--- src/core/event_counter_defs.vh ---
// Purpose: constants for the dual interval event counter
// Assumes: byte-wide memory-mapped register port, 12-bit addresses
// Notes:   prescaler taps are bit indices of a free-running divider
`ifndef EVENT_COUNTER_DEFS_VH
`define EVENT_COUNTER_DEFS_VH

`define CHAN0_CONTROL_ADDR   12'hFA0
`define CHAN1_CONTROL_ADDR   12'hFA8
`define CHAN0_COUNT_ADDR     12'hFA2
`define CHAN1_COUNT_ADDR     12'hFAA
`define CHAN0_LIMIT_ADDR     12'hFA4
`define CHAN1_LIMIT_ADDR     12'hFAC
`define PIN_ENABLE_ADDR      12'hFA6
`define FLAG_STATUS_ADDR     12'hFAE

`define CONTROL_RESET        8'h00
`define CONTROL_WRITE_MASK   8'h7C
`define START_BIT            3
`define RUN_BIT              2
`define SEL_HI               6
`define SEL_LO               4

`define SEL_EDGE_RISE        3'h0
`define SEL_EDGE_FALL        3'h1
`define SEL_DIV_A            3'h4
`define SEL_DIV_B            3'h5
`define SEL_DIV_C            3'h6
`define SEL_DIV_D            3'h7

`define PRESCALE_WIDTH       12
`define C0_TAP_A             9
`define C0_TAP_B             7
`define C0_TAP_C             5
`define C0_TAP_D             3
`define C1_TAP_A             11
`define C1_TAP_B             9
`define C1_TAP_C             7
`define C1_TAP_D             5

`endif

--- src/core/dual_interval_event_counter.v ---
// Purpose: two 8-bit modulo counters with wave outputs and match flags
// Assumes: one clock core_clk is fcc; register port is synchronous
// Notes:   count registers freeze while a read of them is in progress
//          reserved select codes give no count pulses at all
//          a start beats a match that lands in the same cycle
`include "event_counter_defs.vh"

module dual_interval_event_counter #(
    parameter WIDTH = 8
) (
    input  wire              core_clk,
    input  wire              rst,
    input  wire [11:0]       addr,
    input  wire              wr_en,
    input  wire              rd_en,
    input  wire              bit_wr_en,
    input  wire [2:0]        bit_sel,
    input  wire              bit_val,
    input  wire [WIDTH-1:0]  wr_data,
    output reg  [WIDTH-1:0]  rd_data,
    input  wire              event_input_pin,
    input  wire              clock_timer_overflow,
    output reg               chan0_wave_pin,
    output reg               chan1_wave_pin,
    output reg               chan0_match_flag,
    output reg               chan1_match_flag
);

////////////////////////////////////////////////////////////////////////////
wire [WIDTH-1:0] chan_control_reg [0:1];
reg  [4:0]       control_fld_reg  [0:1];
reg  [WIDTH-1:0] count_value_reg  [0:1];
reg  [WIDTH-1:0] compare_limit_reg [0:1];
reg  [1:0]       wave_flipflop;
reg  [1:0]       pin_enable_reg;
reg  [`PRESCALE_WIDTH-1:0] prescale_reg;
reg  [`PRESCALE_WIDTH-1:0] prescale_prev_reg;
reg              ev_sync1_reg;
reg              ev_sync2_reg;
reg              ev_prev_reg;
reg              ovf_prev_reg;
reg  [WIDTH-1:0] rd_data_next;
reg              chan0_wave_next;
reg              chan1_wave_next;

// reset image of the stored field, bits 6..2 of the control byte
localparam [7:0] CONTROL_RESET_BYTE = `CONTROL_RESET;
localparam [4:0] CONTROL_RESET_FLD  =
                 CONTROL_RESET_BYTE[`SEL_HI:`RUN_BIT];

wire hit0 = (addr == `CHAN0_CONTROL_ADDR);
wire hit1 = (addr == `CHAN1_CONTROL_ADDR);

// enable flags, one per channel
wire chan0_pin_enable = pin_enable_reg[0];
wire chan1_pin_enable = pin_enable_reg[1];

// control held as bits 6..2; bits 7,1,0 read zero
assign chan_control_reg[0] = {1'b0, control_fld_reg[0], 2'b00};
assign chan_control_reg[1] = {1'b0, control_fld_reg[1], 2'b00};

// stored field: [4:2] select, [1] always zero, [0] run
wire [2:0] sel0 = control_fld_reg[0][4:2];
wire [2:0] sel1 = control_fld_reg[1][4:2];
wire       run0 = control_fld_reg[0][0];
wire       run1 = control_fld_reg[1][0];

////////////////////////////////////////////////////////////////////////////
// start request decode: byte write with bit 3 or single-bit set of bit 3
wire st0_byte = wr_en & hit0 & wr_data[`START_BIT];
wire st1_byte = wr_en & hit1 & wr_data[`START_BIT];
wire st0_bit  = bit_wr_en & hit0 & (bit_sel == `START_BIT) & bit_val;
wire st1_bit  = bit_wr_en & hit1 & (bit_sel == `START_BIT) & bit_val;
// a bit write of 0 to the start bit has no effect
wire [1:0] start_req = {st1_byte | st1_bit, st0_byte | st0_bit};

////////////////////////////////////////////////////////////////////////////
// prescaler rising-bit edges give one-cycle fcc/2^(k+1) enables
always @(posedge core_clk or posedge rst) begin
    if (rst) begin
        prescale_reg      <= {`PRESCALE_WIDTH{1'b0}};
        prescale_prev_reg <= {`PRESCALE_WIDTH{1'b0}};
    end else begin
        prescale_reg      <= prescale_reg + 1'b1;
        prescale_prev_reg <= prescale_reg;
    end
end

wire [`PRESCALE_WIDTH-1:0] tick = prescale_reg & ~prescale_prev_reg;

// the eight prescaler enables that the select codes choose between
wire c0_div_a = tick[`C0_TAP_A];
wire c0_div_b = tick[`C0_TAP_B];
wire c0_div_c = tick[`C0_TAP_C];
wire c0_div_d = tick[`C0_TAP_D];
wire c1_div_a = tick[`C1_TAP_A];
wire c1_div_b = tick[`C1_TAP_B];
wire c1_div_c = tick[`C1_TAP_C];
wire c1_div_d = tick[`C1_TAP_D];

////////////////////////////////////////////////////////////////////////////
// event input passes two flops before the edge detector
always @(posedge core_clk or posedge rst) begin
    if (rst) begin
        ev_sync1_reg <= 1'b0;
        ev_sync2_reg <= 1'b0;
        ev_prev_reg  <= 1'b0;
    end else begin
        ev_sync1_reg <= event_input_pin;
        ev_sync2_reg <= ev_sync1_reg;
        ev_prev_reg  <= ev_sync2_reg;
    end
end

// overflow comes from on-chip logic on this clock, so an edge flop will do
always @(posedge core_clk or posedge rst) begin
    if (rst) begin
        ovf_prev_reg <= 1'b0;
    end else begin
        ovf_prev_reg <= clock_timer_overflow;
    end
end

wire ev_rise  = ev_sync2_reg & ~ev_prev_reg;
wire ev_fall  = ~ev_sync2_reg & ev_prev_reg;
wire ovf_rise = clock_timer_overflow & ~ovf_prev_reg;

////////////////////////////////////////////////////////////////////////////
reg count_pulse0;
reg count_pulse1;

// channel 0: event edges or one of four prescaler taps
always @* begin
    case (sel0)
        `SEL_EDGE_RISE: count_pulse0 = ev_rise;
        `SEL_EDGE_FALL: count_pulse0 = ev_fall;
        `SEL_DIV_A:     count_pulse0 = c0_div_a;
        `SEL_DIV_B:     count_pulse0 = c0_div_b;
        `SEL_DIV_C:     count_pulse0 = c0_div_c;
        `SEL_DIV_D:     count_pulse0 = c0_div_d;
        default:        count_pulse0 = 1'b0;
    endcase
end

// channel 1: overflow edge or one of four prescaler taps
always @* begin
    case (sel1)
        `SEL_EDGE_RISE: count_pulse1 = ovf_rise;
        `SEL_DIV_A:     count_pulse1 = c1_div_a;
        `SEL_DIV_B:     count_pulse1 = c1_div_b;
        `SEL_DIV_C:     count_pulse1 = c1_div_c;
        `SEL_DIV_D:     count_pulse1 = c1_div_d;
        default:        count_pulse1 = 1'b0;
    endcase
end

// a read of a count register holds it for that cycle
wire hold0 = rd_en & (addr == `CHAN0_COUNT_ADDR);
wire hold1 = rd_en & (addr == `CHAN1_COUNT_ADDR);

// compare and gate per channel
wire cmp_eq0 = (count_value_reg[0] == compare_limit_reg[0]);
wire cmp_eq1 = (count_value_reg[1] == compare_limit_reg[1]);
wire pulse0  = count_pulse0 & run0 & ~hold0;
wire pulse1  = count_pulse1 & run1 & ~hold1;

wire [1:0] pulse = {pulse1, pulse0};
wire [1:0] match = {pulse1 & cmp_eq1, pulse0 & cmp_eq0};

////////////////////////////////////////////////////////////////////////////
// control registers: start bit is never stored, so it reads zero
always @(posedge core_clk or posedge rst) begin
    if (rst) begin
        control_fld_reg[0]   <= CONTROL_RESET_FLD;
        control_fld_reg[1]   <= CONTROL_RESET_FLD;
        pin_enable_reg       <= 2'b00;
        compare_limit_reg[0] <= {WIDTH{1'b0}};
        compare_limit_reg[1] <= {WIDTH{1'b0}};
    end else begin
        // byte write of a control register; the start bit is dropped
        if (wr_en & hit0) begin
            control_fld_reg[0] <= {wr_data[`SEL_HI:`SEL_LO], 1'b0,
                                   wr_data[`RUN_BIT]};
        end
        if (wr_en & hit1) begin
            control_fld_reg[1] <= {wr_data[`SEL_HI:`SEL_LO], 1'b0,
                                   wr_data[`RUN_BIT]};
        end

        // single-bit access reaches the run bit only
        if (bit_wr_en & hit0 & (bit_sel == `RUN_BIT)) begin
            control_fld_reg[0][0] <= bit_val;
        end
        if (bit_wr_en & hit1 & (bit_sel == `RUN_BIT)) begin
            control_fld_reg[1][0] <= bit_val;
        end

        // modulo values
        if (wr_en & (addr == `CHAN0_LIMIT_ADDR)) begin
            compare_limit_reg[0] <= wr_data;
        end
        if (wr_en & (addr == `CHAN1_LIMIT_ADDR)) begin
            compare_limit_reg[1] <= wr_data;
        end

        // pin enables: a bit write in the same cycle wins over a byte
        if (wr_en & (addr == `PIN_ENABLE_ADDR)) begin
            pin_enable_reg <= wr_data[1:0];
        end
        if (bit_wr_en & (addr == `PIN_ENABLE_ADDR) & ~bit_sel[2]
            & ~bit_sel[1]) begin
            pin_enable_reg[bit_sel[0]] <= bit_val;
        end
    end
end

////////////////////////////////////////////////////////////////////////////
// counters and wave flops; start wins over a same-cycle match
always @(posedge core_clk or posedge rst) begin
    if (rst) begin
        count_value_reg[0] <= {WIDTH{1'b0}};
        count_value_reg[1] <= {WIDTH{1'b0}};
        wave_flipflop      <= 2'b00;
    end else begin
        // channel 0
        if (start_req[0]) begin
            count_value_reg[0] <= {WIDTH{1'b0}};
            wave_flipflop[0]   <= 1'b0;
        end else if (match[0]) begin
            count_value_reg[0] <= {WIDTH{1'b0}};
            wave_flipflop[0]   <= ~wave_flipflop[0];
        end else if (pulse[0]) begin
            count_value_reg[0] <= count_value_reg[0] + 1'b1;
        end

        // channel 1
        if (start_req[1]) begin
            count_value_reg[1] <= {WIDTH{1'b0}};
            wave_flipflop[1]   <= 1'b0;
        end else if (match[1]) begin
            count_value_reg[1] <= {WIDTH{1'b0}};
            wave_flipflop[1]   <= ~wave_flipflop[1];
        end else if (pulse[1]) begin
            count_value_reg[1] <= count_value_reg[1] + 1'b1;
        end
    end
end

////////////////////////////////////////////////////////////////////////////
// match flags: start clears, a match sets, software clears by writing 0
// to the flag's bit; a match in the cycle of a software clear keeps the
// flag set so that no interval is lost
wire       flag_wr  = wr_en & (addr == `FLAG_STATUS_ADDR);
wire [1:0] flag_clr = {flag_wr, flag_wr} & ~wr_data[1:0];

always @(posedge core_clk or posedge rst) begin
    if (rst) begin
        chan0_match_flag <= 1'b0;
        chan1_match_flag <= 1'b0;
    end else begin
        // channel 0
        if (start_req[0]) begin
            chan0_match_flag <= 1'b0;
        end else if (match[0]) begin
            chan0_match_flag <= 1'b1;
        end else if (flag_clr[0]) begin
            chan0_match_flag <= 1'b0;
        end

        // channel 1
        if (start_req[1]) begin
            chan1_match_flag <= 1'b0;
        end else if (match[1]) begin
            chan1_match_flag <= 1'b1;
        end else if (flag_clr[1]) begin
            chan1_match_flag <= 1'b0;
        end
    end
end

////////////////////////////////////////////////////////////////////////////
// read data next value; an unmapped address reads zero
always @* begin
    rd_data_next = rd_data;
    if (rd_en) begin
        case (addr)
            `CHAN0_CONTROL_ADDR: rd_data_next = chan_control_reg[0];
            `CHAN1_CONTROL_ADDR: rd_data_next = chan_control_reg[1];
            `CHAN0_COUNT_ADDR:   rd_data_next = count_value_reg[0];
            `CHAN1_COUNT_ADDR:   rd_data_next = count_value_reg[1];
            `CHAN0_LIMIT_ADDR:   rd_data_next = compare_limit_reg[0];
            `CHAN1_LIMIT_ADDR:   rd_data_next = compare_limit_reg[1];
            `PIN_ENABLE_ADDR:    rd_data_next = {6'h00, pin_enable_reg};
            `FLAG_STATUS_ADDR:   rd_data_next = {6'h00, chan1_match_flag,
                                                 chan0_match_flag};
            default:             rd_data_next = {WIDTH{1'b0}};
        endcase
    end
end

// pins are registered so an enable change cannot glitch them; the cost
// is one cycle of lag behind the wave flops
always @* begin
    chan0_wave_next = wave_flipflop[0] & chan0_pin_enable;
    chan1_wave_next = wave_flipflop[1] & chan1_pin_enable;
end

always @(posedge core_clk or posedge rst) begin
    if (rst) begin
        chan0_wave_pin <= 1'b0;
        chan1_wave_pin <= 1'b0;
        rd_data        <= {WIDTH{1'b0}};
    end else begin
        chan0_wave_pin <= chan0_wave_next;
        chan1_wave_pin <= chan1_wave_next;
        rd_data        <= rd_data_next;
    end
end

endmodule // dual_interval_event_counter

--- config.mk ---
export PLATFORM = sky130hd
export DESIGN_NAME = dual_interval_event_counter
export DESIGN_NICKNAME = d
export VERILOG_FILES = /design/src/core/dual_interval_event_counter.v
export VERILOG_INCLUDE_DIRS = /design/src /design/src/core
export SDC_FILE = /design/constraint.sdc
export NUM_CORES = 1
export LEC_CHECK = 0
export ABC_AREA = 1
export BUFFER_PORTS_ARGS = -buffer_cell sky130_fd_sc_hd__buf_2
export CORE_MARGIN = 2
export CORE_UTILIZATION = 59
export CTS_CLUSTER_SIZE = 14
export DETAILED_ROUTE_END_ITERATION = 8
export GPL_TIMING_DRIVEN = 0
export PLACE_DENSITY_LB_ADDON = 0.3
export SYNTH_ARGS = -nofsm -noshare
export SYNTH_HDL_FRONTEND = slang
export SYNTH_SLANG_ARGS = --single-unit
--- constraint.sdc ---
create_clock -name core_clk -period 3.2 [get_ports core_clk]
set_input_delay 0.48 -clock core_clk [delete_from_list [all_inputs] [get_ports core_clk]]
set_output_delay 0.48 -clock core_clk [all_outputs]
set_load 0.03 [all_outputs]
=== Yosys cells after proc, flatten, opt, wreduce, memory -nomap -nowiden ===
Index checks and enable logic that the tools add are counted.

* Flip-flop bits (word level): 84
* Input port bits: 31
* Output and inout port bits: 12
* Word-level logic and storage cells: 134

* Add/sub/neg operators: 3
* Order comparisons: 2
* Equality and inequality tests: 21
* Multiplexer cells: 28
* Bitwise logic cells: 47
* Reductions and logical operators: 11

{| class="wikitable"
|+ Operators by type and width
! cell !! count
|-
| $eq A12 B12 Y1 const B || 8
|-
| $pmux W8 S8 || 1
|-
| $mux W8 || 6
|-
| $and A1 B1 Y1 || 32
|-
| $eq A3 B3 Y1 const B || 8
|-
| $add A8 B1 Y8 const B || 2
|-
| $eq A8 B8 Y1 || 2
|-
| $mux W1 || 15
|-
| $add A12 B1 Y12 const B || 1
|-
| $and A12 B12 Y12 || 1
|-
| $not A12 Y12 || 1
|-
| $reduce_bool A3 Y1 || 4
|-
| $not A1 Y1 || 9
|-
| $reduce_bool A2 Y1 || 4
|-
| $eq A3 B2 Y1 const B || 2
|-
| $logic_not A3 Y1 || 2
|-
| $pmux W1 S6 || 1
|-
| $pmux W1 S5 || 1
|-
| $mux W2 || 2
|-
| $eq A3 B1 Y1 const B || 1
|-
| $and A2 B2 Y2 || 1
|-
| $bwmux W2 || 1
|-
| $lt A1 B2 Y1 const B || 1
|-
| $not A2 Y2 || 1
|-
| other kinds (4) || 5
|}

=== Longest topological paths before layout ===
* Word-level depth: 8
* Gate-level depth with buffers: 12
* Gate-level depth less buffers: 12

=== Least setup slack after synthesis ===
OpenSTA, ideal clock, no wires.

* Path kind: input to register
* From: input port addr[10]
* To: register count_value_reg[0] in the netlist's numbering
* Setup time: 118 ps
* Data arrival time: 1,429 ps
* Required time: 3,082 ps
* Path slack: 1,652 ps
* Stages: 11
* Path buffers: 1
* Cells stage by stage: nand2_1 -> nor2_4 -> buf_6 -> nand2_4 -> nor2_4 -> nand2_1 -> nand2_1 -> nor2_2 -> clkinv_1 -> nand3_1 -> nand2_1

* Cells in the longest elaborated chain, start to end: 7
* Elaborated cells on any way between the ends: 15
* Classes of those cells: eq/ne: 2; mux: 2; bitwise: 10; reduce/logical: 1

{| class="wikitable"
|+ RTL lines
! item !! RTL line !! source
|-
| start, declared || dual_interval_event_counter.v:13 || <nowiki>input wire [11:0] addr,</nowiki>
|-
| $eq A12 B12 Y1 || n/a ||
|-
| $and A1 B1 Y1 || dual_interval_event_counter.v:159 || <nowiki>wire hold1 = rd_en & (addr == `CHAN1_COUNT_ADDR);</nowiki>
|-
| $not A1 Y1 || dual_interval_event_counter.v:165 || <nowiki>wire pulse1 = count_pulse1 & run1 & ~hold1;</nowiki>
|-
| $and A1 B1 Y1 || dual_interval_event_counter.v:165 ||
|-
| $and A1 B1 Y1 || dual_interval_event_counter.v:168 || <nowiki>wire [1:0] match = {pulse1 & cmp_eq1, pulse0 & cmp_eq0};</nowiki>
|-
| $mux W8 || dual_interval_event_counter.v:240 || <nowiki>end else if (match[1]) begin</nowiki>
|-
| $mux W8 || dual_interval_event_counter.v:237 || <nowiki>if (start_req[1]) begin</nowiki>
|-
| end, declared || dual_interval_event_counter.v:32 || <nowiki>reg [WIDTH-1:0] count_value_reg [0:1];</nowiki>
|}

Several ways; a longest one is shown, not always the timed one.
A chain may end at the register's enable or synchronous reset.

=== Final worst setup path ===
* From: register count_value_reg[9] in the netlist's numbering
* To: register wave_flipflop[0]

* Cells in the longest elaborated chain, start to end: 3

{| class="wikitable"
|+ RTL lines
! item !! RTL line !! source
|-
| $eq A8 B8 Y1 || dual_interval_event_counter.v:162 || <nowiki>wire cmp_eq0 = (count_value_reg[0] == compare_limit_reg[0]);</nowiki>
|-
| $and A1 B1 Y1 || dual_interval_event_counter.v:168 ||
|-
| $reduce_bool A2 Y1 (no line) || n/a ||
|-
| end signal, assigned || dual_interval_event_counter.v:231 || <nowiki>wave_flipflop[0] <= ~wave_flipflop[0];</nowiki>
|-
| end, declared || dual_interval_event_counter.v:34 || <nowiki>reg [1:0] wave_flipflop;</nowiki>
|}

Every way passes these cells.

==> flow_metrics.tcl <==
set metrics [dict create \
    synth_flop_cell "dfrtp_1" \
    critical-path-slowest-cell "dfrtp_1" \
    clock_path_buffers 2 \
    startpoint_type "flip-flop" \
    run_status "finished, final reports clean" \
    powerDensity_mw_per_mm2 410 \
    cts_max_level 3 \
    clock_latency_ns 0.35 \
    cts_sinks 77 \
    gr-usage-all-layers_pct 28.4 \
    crit_buf_inv 1 \
    clock_root_buffer_master "clkbuf_8" \
    post_drt_via_cell_ratio 5.47 \
    grt_max_degree 53 \
    cap_viol_max_count 0 \
    worst_flop_to_flop_path_endpoint "wave_flipflop[0]" \
    global_route_wire_length_before_repair_mm 18.3 \
    dieHeight_microns 89.8 \
    finalHoldViolCount 0 \
    gpl.final_weighted_congestion 0.989 \
    pre_cts_ws_ns 1.19 \
    r2r_cells 7 \
    finish.net_count 648 \
    clock.fmax_mhz 591 \
    max_slew.worst_pin.slew_ns 0.466 \
    avgRoutedWirePerCell_microns 15.1 \
    setup_ws_ns 1.51 \
    crit_startpoint "count_value_reg[9]" \
    synth_fp_nets 596 \
    ioPinCount 43 \
    fin_crit_ns 1.69 \
    layout.cells.most_common "nand2_1" \
    cts_setup_buffers 0 \
    reg2reg_start "count_value_reg[9]" \
    drt.antenna.violating_nets 0 \
    endpoint_kind "flip-flop" \
    worst-endpoint-arrival_ns 1.94 \
    horizontal_die_dimension_microns 89.8 \
    hold_class "in -> async" \
    floorplan.initialDensity_pct 60.5 \
    antenna_cell_count 0 \
    seq_area_frac_synth_pct 44.4 \
    most_frequent_cells_in_the_layout "nand2_1 (131), nand3_1 (79), dfrtp_1 (77), inv_1 (68), buf_2 (47)" \
    ys_async_rst_share_pct 100 \
    numCtsBuffers 9 \
    path_clk_slew_ns 0.08 \
    timing.final.crit_share_pct 52.8 \
    post_synth.cell_area_avg_sq_um 7.73 \
    number_of_antenna_violations_at_the_first_check_in_global_routing 0 \
    yosysWarnings 0 \
    post_synth_num_cell_types 30 \
    placedCellCount 702 \
    cp_cell_sequence "xor2_1 > nor2_1 > nand4_1 > inv_1 > nand2_1 > nand3_1 > nand2_1" \
    dr.first_iter.drc_count 320 \
    syn_to_final_growth_pct 13.3 \
    floorplan.die_area_sq_mm 0.00806 \
    finalCoreUtilization_pct 68.6 \
    syn_inst 562 \
    placement.io_buffers 40 \
    power_uw 2020 \
    timing.critical_path.mode_cell "nand2_1" \
    crit_path_max_fanout 9 \
    row_count 31 \
    drc_errors 0 \
    timing.critical_path.max_delay_family "simple AND/OR/NAND/NOR gates" \
    vdd.ir_drop.worst_mv 0.292 \
    tritoncts "done" \
    rsz0062_at_grt "no" \
    post_cts_resized 0 \
    post_layout_nonfiller_instances 718 \
    static-leakage-power_uw 0.00262 \
    reg2reg_slack_ns 1.51 \
    setup-violations-final 0 \
    mappedNetlistArea_sq_mm 0.00434 \
    synth.ff_latch_count 77 \
    number_of_enable_type_register_cells_in_the_synthesized_netlist 0 \
    worst_ep_required_time_ns 3.45 \
    detailroute.via_count 3931 \
    crit_path_max_incr_delay_ns 0.46 \
    fin_worst_skew_ns 0.0120 \
    detailedPlacementHpwl_mm 8.35 \
    first_pass_iters 5 \
    placeableCoreArea_sq_mm 0.00718 \
    grt.overflow.total 0 \
    final-max-slew-violation-count 0 \
    critical_setup_path_class "reg -> reg" \
    cts_hold_repair.buffers 0 \
    grt_pass1_vias 3826 \
    drive_above_1_share_pct 15.5 \
    detail_route.wirelength_mm 10.9 \
    max_slew_margin_pct 68.9 \
]
[worst reg2reg max path, cell delays in order (launching register included)]
cell and delay (ns):
dfrtp_1 0.46, xor2_1 0.18, nor2_1 0.15, nand4_1 0.38, inv_1 0.20, nand2_1 0.09
nand3_1 0.07, nand2_1 0.06
[metal layers]
layer | global-route usage (%) | up-vias | wire length [microns]
met4 | 12.8 | 0 | 308
met2 | 44.6 | 121 | 5060
met1 | 38.3 | 1858 | 4990
met5 | 0 | - | 0
met3 | 5.87 | 28 | 523
li1 | - | 1924 | -
[metrics by stage]
stage | hold slack (ns) | setup TNS (ns) | area [sq um]
3_5_place_dp | 0.350 | 0 | 4700
4_1_cts | 0.0999 | 0 | 4920
5_1_grt | 0.120 | 0 | 4920
2_1_floorplan | 0.331 | 0 | 4340
3_3_place_gp | 0.333 | -8.34 | 4670
6_report | 0.0923 | 0 | 4920
[cell usage after synthesis (all sizes together), types with 2 or more instances]
| library cell | count | area (sq um) |
|---|---|---|
| xnor2 | 3 | 26.3 |
| o22ai | 2 | 12.5 |
| xor2 | 31 | 272 |
| nor2 | 54 | 258 |
| nand2 | 136 | 533 |
| clkbuf | 3 | 13.8 |
| dfrtp | 77 | 1930 |
| a21oi | 10 | 50.1 |
| nand4 | 25 | 156 |
| or2 | 2 | 12.5 |
| nor4 | 3 | 18.8 |
| nand3 | 83 | 435 |
| clkinv | 2 | 7.51 |
| nor3 | 6 | 30.0 |
| o21ai | 37 | 185 |
| ha | 3 | 37.5 |
| inv | 72 | 270 |
| buf | 10 | 68.8 |
[worst max-delay path by stage]
stage	to	slack, ns	cells past startpoint
6_report	wave_flipflop[0]	1.51	7
4_1_cts	wave_flipflop[0]	1.53	8
3_5_place_dp	count_value_reg[10]	1.19	9
3_3_place_gp	count_value_reg[13]	-0.11	2
2_1_floorplan	chan0_match_flag	0.75	1
5_1_grt	wave_flipflop[0]	1.37	8
[layout make-up]
type                            instances  area (sq um)
Buffer                                 13          82.6
Clock buffer                           11           141
Clock inverter                          5          82.6
Fill cell                             600          2260
Inverter                               74           280
Multi-Input combinational cell        398          2050
Sequential cell                        77          1930
Tap cell                               99           124
Timing Repair Buffer                   41           228
[power breakdown]
part           leakage [uW]  total, uW  internal [uW]  switching (uW)
logic               0.00147        166           49.9             116
clock network      0.000114        842            464             377
registers           0.00103       1010            990            21.1
total               0.00262       2020           1500             514
[cell families (layout without fill, tap and decap cells)]
kind of cell / count (synthesis) / count (layout) / synth area share [%]
flip-flops: 77 / 77 / 44.4
AO/OA/AOI/OAI: 50 / 50 / 5.88
adder cells (fa/ha/maj): 3 / 3 / 0.865
buffers and inverters: 87 / 144 / 8.30
AND/OR/NAND/NOR: 311 / 311 / 33.7
XOR/XNOR: 34 / 34 / 6.86
(Power assumes the default switching activity.)
